==> src/inc/dyn_term_defines.vh <==
`ifndef DYN_TERM_DEFINES_VH
`define DYN_TERM_DEFINES_VH
// termination select encodings
`define TERM_OFF 2'h0
`define TERM_NOMINAL 2'h1
`define TERM_WRITE 2'h2
// latency offsets in clocks
`define NOM_TO_WR_SUB 6'h02
`define OFF_LAT_SUB 6'h02
`define WR_TO_NOM_CHOP 6'h04
`define WR_TO_NOM_FULL 6'h06
// feedback delay limit, in picoseconds and clock period
`define FEEDBACK_DELAY_PS 9000
`define FEEDBACK_DELAY_FAST_PS 7500
`define CLOCK_PERIOD_PS 100000
`define COUNT_W 6
`endif

==> src/rtl/leveling_feedback.v <==
`timescale 1ns/1ps
`include "dyn_term_defines.vh"
module leveling_feedback #(
    parameter DATA_W = 8
) (
    input wire clock,
    input wire rstn,
    input wire leveling_en,
    input wire strobe_rise,
    input wire clk_level,
    output reg [DATA_W-1:0] fb_data_q,
    output reg fb_oe_q
);
    // sample clock level on each rising strobe edge while leveling_en is set; the 9 ns limit is far below
    // one 100 ns cycle, so the feedback lands on the very next edge
    always @(posedge clock or negedge rstn) begin
        if (!rstn) begin
            fb_data_q <= {DATA_W{1'b0}};
            fb_oe_q <= 1'b0;
        end else begin
            fb_oe_q <= leveling_en;
            if (leveling_en && strobe_rise) begin
                fb_data_q <= {DATA_W{clk_level}};
            end
        end
    end
endmodule // leveling_feedback

==> src/rtl/dyn_term.v <==
// What this block does
// - switch nominal to write termination write latency minus 2 after write
// - back to nominal after off latency plus 4 chop or plus 6 full
// - leveling feedback on data lines within 9 ns, 7.5 ns fastest grade
// - every cycle timing counts actual rising clock edges
// - off latency equals column write plus additive latency minus 2
`timescale 1ns/1ps
`include "dyn_term_defines.vh"
module dyn_term #(
    parameter DATA_W = 8
) (
    input wire clock,
    input wire rstn,
    input wire term_ctrl,
    input wire write_cmd,
    input wire four_beat_chop,
    input wire dyn_term_en,
    input wire [`COUNT_W-1:0] column_write_latency,
    input wire [`COUNT_W-1:0] additive_latency,
    input wire leveling_en,
    input wire strobe_rise,
    input wire clk_level,
    output reg [1:0] term_sel_q,
    output wire [DATA_W-1:0] fb_data,
    output wire fb_oe
);
    localparam ST_IDLE = 2'h0;
    localparam ST_WAIT_ON = 2'h1;
    localparam ST_WRITE = 2'h2;

    // feedback cycle bound, rounded down, at least one cycle
    localparam FB_CYC_RAW = `FEEDBACK_DELAY_FAST_PS / `CLOCK_PERIOD_PS;
    localparam FB_CYC = (FB_CYC_RAW < 1) ? 1 : FB_CYC_RAW;

    wire [`COUNT_W-1:0] write_latency;
    wire [`COUNT_W-1:0] nominal_to_write_term_latency;
    wire [`COUNT_W-1:0] termination_off_latency;
    wire [`COUNT_W-1:0] write_to_nominal_term_latency_chop;
    wire [`COUNT_W-1:0] write_to_nominal_term_latency_full;
    reg [1:0] state_q;
    reg [1:0] state_d;
    reg [`COUNT_W-1:0] cnt_q;
    reg [`COUNT_W-1:0] cnt_d;
    reg [`COUNT_W-1:0] off_q;
    reg [`COUNT_W-1:0] off_d;
    reg [1:0] term_sel_d;
    wire dyn_ok;

    // latencies; clamps avoid underflow when latencies are set too small
    assign write_latency = column_write_latency + additive_latency;
    assign nominal_to_write_term_latency = (write_latency > `NOM_TO_WR_SUB) ?
        write_latency - `NOM_TO_WR_SUB : 6'h00;
    assign termination_off_latency = (write_latency > `OFF_LAT_SUB) ?
        write_latency - `OFF_LAT_SUB : 6'h00;
    assign write_to_nominal_term_latency_chop =
        termination_off_latency + `WR_TO_NOM_CHOP;
    assign write_to_nominal_term_latency_full =
        termination_off_latency + `WR_TO_NOM_FULL;
    assign dyn_ok = term_ctrl && dyn_term_en && !leveling_en;

    // counters advance once per rising clock edge, never by elapsed time
    always @* begin
        state_d = state_q;
        cnt_d = cnt_q;
        off_d = off_q;
        term_sel_d = term_ctrl ? `TERM_NOMINAL : `TERM_OFF;
        if (term_sel_q == `TERM_WRITE) begin
            term_sel_d = `TERM_WRITE;
        end
        case (state_q)
            ST_IDLE: begin
                if (write_cmd && dyn_ok) begin
                    // precompute the chop or full return point, counted from the write
                    off_d = four_beat_chop ? write_to_nominal_term_latency_chop :
                        write_to_nominal_term_latency_full;
                    // the count holds the number of edges seen since the write edge
                    cnt_d = 6'h00;
                    state_d = ST_WAIT_ON;
                    if (nominal_to_write_term_latency == 6'h00) begin
                        term_sel_d = `TERM_WRITE;
                        state_d = ST_WRITE;
                    end
                end
            end
            ST_WAIT_ON: begin
                cnt_d = cnt_q + 6'h01;
                if (cnt_d >= nominal_to_write_term_latency) begin
                    term_sel_d = `TERM_WRITE;
                    state_d = ST_WRITE;
                end
            end
            ST_WRITE: begin
                cnt_d = cnt_q + 6'h01;
                if (cnt_d >= off_q) begin
                    term_sel_d = term_ctrl ? `TERM_NOMINAL : `TERM_OFF;
                    state_d = ST_IDLE;
                end
            end
            default: begin
                state_d = ST_IDLE;
            end
        endcase
        // a dropped enable aborts the dynamic change at once
        if (!dyn_term_en || leveling_en) begin
            state_d = ST_IDLE;
            term_sel_d = (term_ctrl && !leveling_en) ? `TERM_NOMINAL : `TERM_OFF;
        end
    end

    always @(posedge clock or negedge rstn) begin
        if (!rstn) begin
            state_q <= ST_IDLE;
            cnt_q <= 6'h00;
            off_q <= 6'h00;
            term_sel_q <= `TERM_OFF;
        end else begin
            state_q <= state_d;
            cnt_q <= cnt_d;
            off_q <= off_d;
            term_sel_q <= term_sel_d;
        end
    end

    // leveling feedback, one cycle after the strobe edge
    leveling_feedback #(
        .DATA_W(DATA_W)
    ) u_fb (
        .clock(clock),
        .rstn(rstn),
        .leveling_en(leveling_en),
        .strobe_rise(strobe_rise),
        .clk_level(clk_level),
        .fb_data_q(fb_data),
        .fb_oe_q(fb_oe)
    );
endmodule // dyn_term

==> config.mk <==
export PLATFORM = sky130hd
export DESIGN_NAME = dyn_term
export DESIGN_NICKNAME = d
export VERILOG_FILES = /design/src/rtl/leveling_feedback.v /design/src/rtl/dyn_term.v
export VERILOG_INCLUDE_DIRS = /design/src /design/src/inc
export SDC_FILE = /design/constraint.sdc
export NUM_CORES = 1
export LEC_CHECK = 0
export ABC_AREA = 1
export BUFFER_PORTS_ARGS = -buffer_cell sky130_fd_sc_hd__buf_2
export CORE_MARGIN = 10
export CORE_UTILIZATION = 40
export CTS_CLUSTER_DIAMETER = 40
export CTS_CLUSTER_SIZE = 14
export DETAILED_ROUTE_END_ITERATION = 7
export PLACE_DENSITY_LB_ADDON = 0.1
export SLEW_MARGIN = 10
export SYNTH_ARGS = -nofsm -noshare
export SYNTH_HDL_FRONTEND = slang
export SYNTH_SLANG_ARGS = --single-unit
export TNS_END_PERCENT = 5
==> constraint.sdc <==
create_clock -name clock -period 4.2 [get_ports clock]
set_input_delay 0.63 -clock clock [delete_from_list [all_inputs] [get_ports clock]]
set_output_delay 0.63 -clock clock [all_outputs]
set_load 0.02 [all_outputs]
# [After elaboration in Yosys (flattened, before gate mapping)]
# Cells that the tools add are included.
[word_totals] in_bits=21 reg_bits=18
[op_classes] n_eq_ne=7 n_addsub=5 order_cmp=3 mux=19 reduce_logical=15
[op_table] operator="$mux W2" count=11
[op_table] operator="$mux W6" count=3
[op_table] operator="$add A6 B3 Y6 const B" count=2
[op_table] operator="$ge A6 B6 Y1" count=2
[op_table] operator="$pmux W2 S3" count=2
[op_table] operator="$pmux W6 S2" count=1
[op_table] operator="$ne A3 B3 Y1 const B" count=3
[op_table] operator="$add A6 B1 Y6 const B" count=1
[op_table] operator="$add A6 B6 Y6" count=1
[op_table] operator="$gt A6 B2 Y1 const B" count=1
[op_table] operator="$logic_not A6 Y1" count=1
[op_table] operator="$sub A6 B2 Y6 const B" count=1
[op_table] operator="$logic_and A1 B1 Y1" count=5
[op_table] operator="$eq A2 B2 Y1 const B" count=2
[op_table] operator="$reduce_and A2 Y1" count=2
[op_table] operator="$reduce_and A3 Y1" count=1
[op_table] operator="$eq A2 B1 Y1 const B" count=1
[op_table] operator="$logic_not A1 Y1" count=2
[op_table] operator="$logic_not A2 Y1" count=1
[op_table] operator="$mux W1" count=2
[op_table] operator="$ne A2 B2 Y1 const B" count=1
[op_table] operator="$reduce_bool A2 Y1" count=1
[op_table] operator="$reduce_or A2 Y1" count=1
[op_table] operator="$logic_or A1 B1 Y1" count=1

# [Longest topological paths before layout]
# Gate-level depths: netlist of the first run.
[depth] ltp_word=8 ltp_mapped=20 ltp_nobuf=20

# [Hierarchy]
# From an unflattened synthesis of the first run, not the netlist that was laid out.
[hier_totals] hier_cells=257 hier_area_um2=1883.1
[modules_own_cells] module="dyn_term" cells_each=244 area_each_um2=1764.2 instances=1
[modules_own_cells] module="leveling_feedback" cells_each=13 area_each_um2=118.9 instances=1

# [Worst setup path before layout of the first run]
# OpenSTA, ideal clock, no wires.
[synth_path] path_type="input to register" from="input column_write_latency[0]" to="register term_sel_q[0]" n_path_buf=0 cell_stages=17 path_slack_ns=1.073 arrival_time_ns=3.050 cell_sequence="ha_1 -> inv_1 -> fa_1 -> xor2_2 -> ha_1 -> nand2_1 -> o21ai_0 -> nand3_2 -> ha_1 -> a21oi_1 -> o21a_1 -> nand4_1 -> nand2_1 -> nor2_1 -> nand2_1 -> nand2_1 -> a21oi_1"
[synth_via] elab_chain_cells=8 word_cells_on_any_way=11 classes_between="add/sub (2); order compare (2); mux (6); reduce/logical (1)"
[synth_lines] element="start: declaration" line="dyn_term.v:18" rtl="input wire [`COUNT_W-1:0] column_write_latency,"
[synth_lines] element="$add A6 B6 Y6 *" line="dyn_term.v:50" rtl="assign write_latency = column_write_latency + additive_latency;"
[synth_lines] element="$sub A6 B2 Y6 (no source line) or $gt A6 B2 Y1 (tied branches)"
[synth_lines] element="$mux W6 *" line="dyn_term.v:51" rtl="assign nominal_to_write_term_latency = (write_latency > `NOM_TO_WR_SUB) ?"
[synth_lines] element="parallel branches: the longest is 3 deep, another holds $ge A6 B6 Y1"
[synth_lines] element="$pmux W2 S3 *" line="dyn_term.v:70" rtl="case (state_q)"
[synth_lines] element="$mux W2 *" line="dyn_term.v:104" rtl="if (!dyn_term_en || leveling_en) begin"
[synth_lines] element="via term_sel_d[0]" line="dyn_term.v:46" rtl="reg [1:0] term_sel_d;"
[synth_lines] element="end signal: assignment" line="dyn_term.v:115" rtl="term_sel_q <= `TERM_OFF;"
[synth_lines] element="end signal: assignment" line="dyn_term.v:120" rtl="term_sel_q <= term_sel_d;"
[synth_lines] element="end: declaration" line="dyn_term.v:23" rtl="output reg [1:0] term_sel_q,"
# Mark *: on every way through the listed nets, which the timed path passes.
# A chain may end at the register's enable or synchronous reset.

# [Worst setup path in the final report of the first run]
# Ends and elaborated chain as after synthesis.

==> impl_metrics.env, run 1 <==
export IMPL_cts_tree="yes"
export IMPL_max_cap_violations=0
export IMPL_setup_tns_final_ps=0
export IMPL_num_rows=24
export IMPL_num_vias=1583
export IMPL_fp_dieArea_sq_mm=0.00775
export IMPL_drive_gt1_frac=0.194
export IMPL_r2r_start="cnt_q[0]"
export IMPL_cts_repair_resized=0
export IMPL_htreeDepth=1
export IMPL_cts_made_buffers=3
export IMPL_syn_num_nets=299
export IMPL_initial_core_util=0.420
export IMPL_worst_setup_path_start_kind="primary input"
export IMPL_crit_slowest_cell="fa_1"
export IMPL_relSlewSlack=0.690
export IMPL_cpPeakStageDelay_ps=420
export IMPL_track_usage=0.104
export IMPL_total_power_mw=0.661
export IMPL_yosys_register_bits=18
export IMPL_detail_route_wl_per_cell_um=11.7
export IMPL_path_cells="buf_2 -> ha_1 -> inv_1 -> fa_1 -> xor2_2 -> ha_1 -> nand2_1 -> o21ai_0 -> nand3_2 -> ha_1 -> a21oi_1 -> o21a_1 -> nand4_1 -> nand2_1 -> nor2_1 -> nand2_1 -> nand2_1 -> a21oi_1"
export IMPL_maxSlewViolCount=0
export IMPL_drt_iter0_markers=74
export IMPL_avgSynthCellArea_sq_um=7.41
export IMPL_cp_common_cell="nand2_1"
export IMPL_finClkSkew_ps=2.20
export IMPL_postCtsSetupBuffers=0
export IMPL_clock_root_buffer="clkbuf_8"
export IMPL_rr_worst_depth=12
export IMPL_vias_per_cell=4.80
export IMPL_core_area_sq_mm=0.00441
export IMPL_clock_sinks=18
export IMPL_cp_num_cells=18
export IMPL_hold_buffers=0
export IMPL_finalHoldViolCount=0
export IMPL_fin_crit_sh=0.754
export IMPL_worst_path_max_fanout=4
export IMPL_powerDensity_mw_per_mm2=319
export IMPL_layout_commonest_cell="inv_1"
export IMPL_end_kind="flip-flop"
export IMPL_drc=0
export IMPL_grt_setup_unrepaired="false"
export IMPL_antenna_found_initial=0
export IMPL_grt_pass1_wl_um=6750
export IMPL_ioPinCount=32
export IMPL_setup_viol=0
export IMPL_ys_warn_count=0
export IMPL_layout_common_cells="inv_1, nand2_1, buf_2"
export IMPL_grt_overflow=0
export IMPL_status="finished, final reports clean"
export IMPL_synthToLayoutAreaGrowth_pct=12.0
export IMPL_clockBufferDepth=2
export IMPL_grt_max_degree=19
export IMPL_die_w_um=88.1
export IMPL_wirelength_um=3860
export IMPL_min_period_ps=3160
export IMPL_io_buffers=31
export IMPL_p_leak_nw=1.16
export IMPL_clk_latency_ps=250
export IMPL_place_hpwl_um=3370
export IMPL_syn_area_sq_mm=0.00185
export IMPL_yosysSeqAreaShare=0.243
export IMPL_dr_pass1_iters=4
export IMPL_n_antenna_cell=0
export IMPL_synth_cells=250
export IMPL_place_gp_congestion=0.857
export IMPL_irDropWorstVdd_mv=0.180
export IMPL_nets=328
export IMPL_fmax_mhz=316
export IMPL_cp_startpoint="column_write_latency[0]"
export IMPL_crit_required_ps=4380
export IMPL_crit_buf_inv=2
export IMPL_worst_pin_slew_ps=460
export IMPL_clk_pin_slew_worst_paths_ps=70
export IMPL_crit_family="adder cells"
export IMPL_worst_setup_path_type="primary input to flip-flop"
export IMPL_die_h_um=88.1
export IMPL_arrival_ps=3350
export IMPL_drtAntennaViolNets=0
export IMPL_ys_types=28
export IMPL_grt_pass1_vias=1504
export IMPL_hp_class="primary input to async pin"
## worst reg2reg max path, stage by stage, from the launching register on
cell	delay, ps
dfrtp_1	460
ha_1	260
nand3_1	110
xor2_1	200
inv_1	100
ha_1	270
nand2_1	90
inv_1	50
o211ai_1	100
nand4_1	200
nand3_1	130
nand2_1	80
o22ai_1	160
## metal layers
| metal | global-route usage | vias up | share of wire |
|---|---|---|---|
| li1 | - | 871 | - |
| met1 | 0.152 | 686 | 0.53 |
| met2 | 0.153 | 22 | 0.42 |
| met3 | 0.0269 | 4 | 0.039 |
| met4 | 0.0128 | 0 | 0.0067 |
| met5 | 0 | - | 0 |
## cells by family (layout without fill, tap and decap cells)
group | after synthesis | count (layout) | share of synthesized area
adders and majority gates | 28 | 28 | 0.193
DFF | 18 | 18 | 0.243
and+or+nand+nor | 105 | 105 | 0.286
xor gates and xnor gates | 6 | 6 | 0.0324
AOI/OAI and AO/OA | 38 | 38 | 0.120
buffers and inverters | 55 | 83 | 0.126
## cells in the mapped netlist, drive strengths merged
| master | instances | area (sq um) |
|---|---|---|
| o21a | 2 | 15.0 |
| dfrtp | 18 | 450 |
| fa | 1 | 20.0 |
| buf | 7 | 52.6 |
| xor2 | 5 | 51.3 |
| o211ai | 2 | 15.0 |
| nand4 | 10 | 62.6 |
| o21ai | 12 | 67.6 |
| xnor2 | 1 | 8.76 |
| a21oi | 13 | 65.1 |
| nand2 | 53 | 219 |
| o21bai | 1 | 7.51 |
| o31ai | 1 | 7.51 |
| o22ai | 5 | 31.3 |
| inv | 48 | 180 |
| ha | 27 | 338 |
| or2 | 1 | 6.26 |
| a31oi | 2 | 12.5 |
| nand3b | 2 | 15.0 |
| nor2 | 16 | 72.6 |
| nand3 | 23 | 155 |
## flip-flops by register name (all words and copies together), names as in the netlist
name,cells
u_fb.fb_data_q,1
off_q,6
cnt_q,6
u_fb.fb_oe_q,1
state_q,2
term_sel_q,2
## worst paths after layout
path / slack [ps] / end
hold reg to reg: 490 / off_q[4]
hold / removal: 290 / off_q[0]
setup reg to reg: 1920 / state_q[0]
max in group asynchronous: 3620 / u_fb.fb_oe_q
setup / recovery: 1040 / term_sel_q[0]
min in group clock: 490 / off_q[4]
## metrics by stage
stage / hold slack, ps / utilization / worst slack (ps) / cells / cell area (sq um)
after floorplan: 334 / - / 1070 / 250 / 1850
after global placement: 466 / 0.458 / 836 / 326 / 2020
after detailed placement: 476 / 0.458 / 767 / 326 / 2020
after CTS: 306 / 0.470 / 1020 / 330 / 2080
after global routing: 316 / 0.470 / 647 / 330 / 2080
final: 293 / 0.470 / 1040 / 330 / 2080
## final cells by class
type	count	area, sq um
inverters	48	180
fillers	454	2340
repair buffers	31	155
well taps	52	65.1
clock buffers	4	55.1
flip-flops and latches	18	450
multi-input cells	177	1170
## power by group
part           internal [mW]  switching [mW]
sequential             0.197          0.0138
combinational          0.111           0.195
clock                 0.0833          0.0601
total                  0.392           0.269
No activity file was read; power rests on OpenSTA's default activity.
==> inputs of run 2 (changes only) <==
- ABC_AREA: 1 -> 0
- clock period: 4.2 -> 3.1 ns (I/O delays scaled with it)
==> impl_metrics.env, run 2 <==
export IMPL_status="finished, violations left"
export IMPL_violations="setup timing"
export IMPL_r2r_slack_ps=440
export IMPL_synth_area_mux_share=0.0356
export IMPL_place_hpwl_um=3630
export IMPL_hp_class="primary input to async pin"
export IMPL_top_regs="cnt_q: 6 flops, off_q: 6 flops"
export IMPL_drtAntennaViolNets=0
export IMPL_antenna_found_initial=0
export IMPL_clock_root_buffer="clkbuf_8"
export IMPL_synth_edf_count=0
export IMPL_clockBufferDepth=2
export IMPL_worst_setup_path_type="primary input to flip-flop"
export IMPL_finish_instance_area_sq_mm=0.00233
export IMPL_crit_required_ps=3240
export IMPL_wirelength_um=4440
export IMPL_r2r_start="cnt_q[0]"
export IMPL_p_leak_nw=1.16
export IMPL_synthArstFlopShare=1.00
export IMPL_total_power_mw=1.42
export IMPL_worst_setup_path_start_kind="primary input"
export IMPL_synth_simple_area_share=0.158
export IMPL_reg2reg_to="state_q[1]"
export IMPL_clk_latency_ps=260
export IMPL_synth_xor_area_frac=0.0720
export IMPL_synth_top_area_cell="dfrtp_1"
export IMPL_hold_buffers=0
export IMPL_layout_cells_non_filler=300
export IMPL_syn_num_nets=241
export IMPL_vias_per_cell=5.30
export IMPL_synth_cells=192
export IMPL_cp_endpoint="state_q[1]"
export IMPL_arrival_ps=3480
export IMPL_layout_common_cells="buf_4, buf_2, ha_1"
export IMPL_end_kind="flip-flop"
export IMPL_setup_viol=3
export IMPL_yosys_area_top_type_share=0.252
export IMPL_grt_pass1_wl_um=7380
export IMPL_worst_pin_slew_ps=674
export IMPL_maxSlewViolCount=0
export IMPL_clock_sinks=18
export IMPL_nets=298
export IMPL_core_area_sq_mm=0.00435
export IMPL_die_h_um=86.9
export IMPL_synth_area_leaders="dfrtp_1, ha_1, xnor2_1"
export IMPL_n_antenna_cell=0
export IMPL_syn_area_sq_mm=0.00179
export IMPL_grt_overflow=0
export IMPL_relSlewSlack=0.546
export IMPL_drt_iter0_markers=66
export IMPL_worst_path_max_fanout=3
export IMPL_yosysSeqAreaShare=0.252
export IMPL_yosys_top_cells_count="ha_1, dfrtp_1, inv_1, nand2_1, a21oi_1"
export IMPL_grt_pass1_vias=1671
export IMPL_max_cap_violations=0
export IMPL_synthToLayoutAreaGrowth_pct=29.9
export IMPL_dr_pass1_iters=4
export IMPL_synth_fa_ha_area_frac=0.200
export IMPL_cts_made_buffers=3
export IMPL_crit_slowest_cell="fa_2"
export IMPL_avgSynthCellArea_sq_um=9.33
export IMPL_ys_warn_count=0
export IMPL_rr_worst_depth=10
export IMPL_die_w_um=86.9
export IMPL_pre_cts_ws_ps=-598
export IMPL_finClkSkew_ps=4.70
export IMPL_setup_tns_final_ps=-592
export IMPL_htreeDepth=1
export IMPL_cp_common_cell="nand2b_4"
export IMPL_fin_ws_ps=-236
export IMPL_num_vias=1591
export IMPL_fin_crit_sh=1.08
export IMPL_timing_hold_ws_ps=125
export IMPL_ioPinCount=32
export IMPL_dp_cells=290
export IMPL_min_period_ps=3340
export IMPL_num_rows=24
export IMPL_powerDensity_mw_per_mm2=609
export IMPL_layout_commonest_cell="buf_4"
export IMPL_ys_flop_type="dfrtp_1"
export IMPL_path_cells="buf_8 -> ha_4 -> inv_2 -> fa_2 -> nand2b_4 -> a21oi_4 -> xnor2_4 -> nor4_4 -> a21boi_2 -> ha_1 -> nand2b_4 -> a21o_1 -> a21oi_2 -> o21ai_2 -> a211oi_2 -> nand3b_1 -> mux2i_1 -> o32ai_1"
export IMPL_place_gp_congestion=0.803
export IMPL_synth_compound_area_frac=0.213
export IMPL_yosysMostFrequentCell="ha_1"
export IMPL_cpPeakStageDelay_ps=340
export IMPL_grt_setup_unrepaired="true"
export IMPL_finalHoldViolCount=0
export IMPL_drc=0
export IMPL_fin_util=0.534
export IMPL_yosys_register_bits=18
export IMPL_placed_area_sq_mm=0.00216
export IMPL_grt_max_degree=19
export IMPL_track_usage=0.119
export IMPL_cts_tree="yes"
export IMPL_fp_dieArea_sq_mm=0.00755
export IMPL_drive_gt1_frac=0.371
export IMPL_io_buffers=31
export IMPL_cp_startpoint="additive_latency[0]"
export IMPL_clk_pin_slew_worst_paths_ps=70
export IMPL_detail_route_wl_per_cell_um=14.8
export IMPL_fmax_mhz=300
export IMPL_initial_core_util=0.411
export IMPL_synth_top_family_by_area="compound AO/OA/AOI/OAI gates"
export IMPL_ys_types=50
export IMPL_irDropWorstVdd_mv=0.242
[run 2: area by class of cell]
class	count	area, sq um
inverters	17	63.8
clock buffers	4	55.1
fillers	390	2030
flip-flops and latches	18	450
multi-input cells	148	1290
well taps	52	65.1
repair buffers	61	403
[run 2: worst min path at each step]
stage / startpoint / cells after the start / endpoint / slack (ps)
6_report: rstn / 1 / cnt_q[1] / 120
5_1_grt: rstn / 1 / cnt_q[1] / 160
4_1_cts: rstn / 1 / cnt_q[2] / 140
3_5_place_dp: rstn / 1 / cnt_q[2] / 420
3_3_place_gp: rstn / 1 / cnt_q[2] / 420
2_1_floorplan: rstn / 0 / cnt_q[0] / 170
[run 2: where the power goes]
group	total (mW)	internal (mW)	switching, mW
registers	0.357	0.299	0.0575
logic	0.861	0.420	0.441
clock network	0.198	0.113	0.0847
[run 2: cells by family (layout without fill, tap and decap cells)]
logic type	count (synthesis)	in the layout
AO/OA/AOI/OAI	53	53
AND/OR/NAND/NOR	48	48
multiplexers	6	6
XOR/XNOR	13	13
adder cells (fa/ha/maj)	28	28
flip-flops	18	18
buffers and inverters	26	82
[run 2: what timing repair did]
item | in CTS | in global routing
buffers inserted | 6 | 0
setup endpoints to repair | 3 | 4
pin swaps | 14 | 9
gates resized for setup | 8 | 4
[run 2: worst max-delay path: cells and delay by family]
| family | cells | cell delay (ps) |
|---|---|---|
| AND/OR/NAND/NOR | 4 | 850 |
| buffers and inverters | 2 | 100 |
| multiplexers | 1 | 220 |
| AO/OA/AOI/OAI | 7 | 970 |
| adder cells (fa/ha/maj) | 3 | 760 |
| XOR/XNOR | 1 | 90 |
[run 2: metal layers]
layer	GRT usage	routed length [um]
met1	0.122	1710
met2	0.233	2480
met4	0.0486	69
met3	0.0131	188
met5	0	0
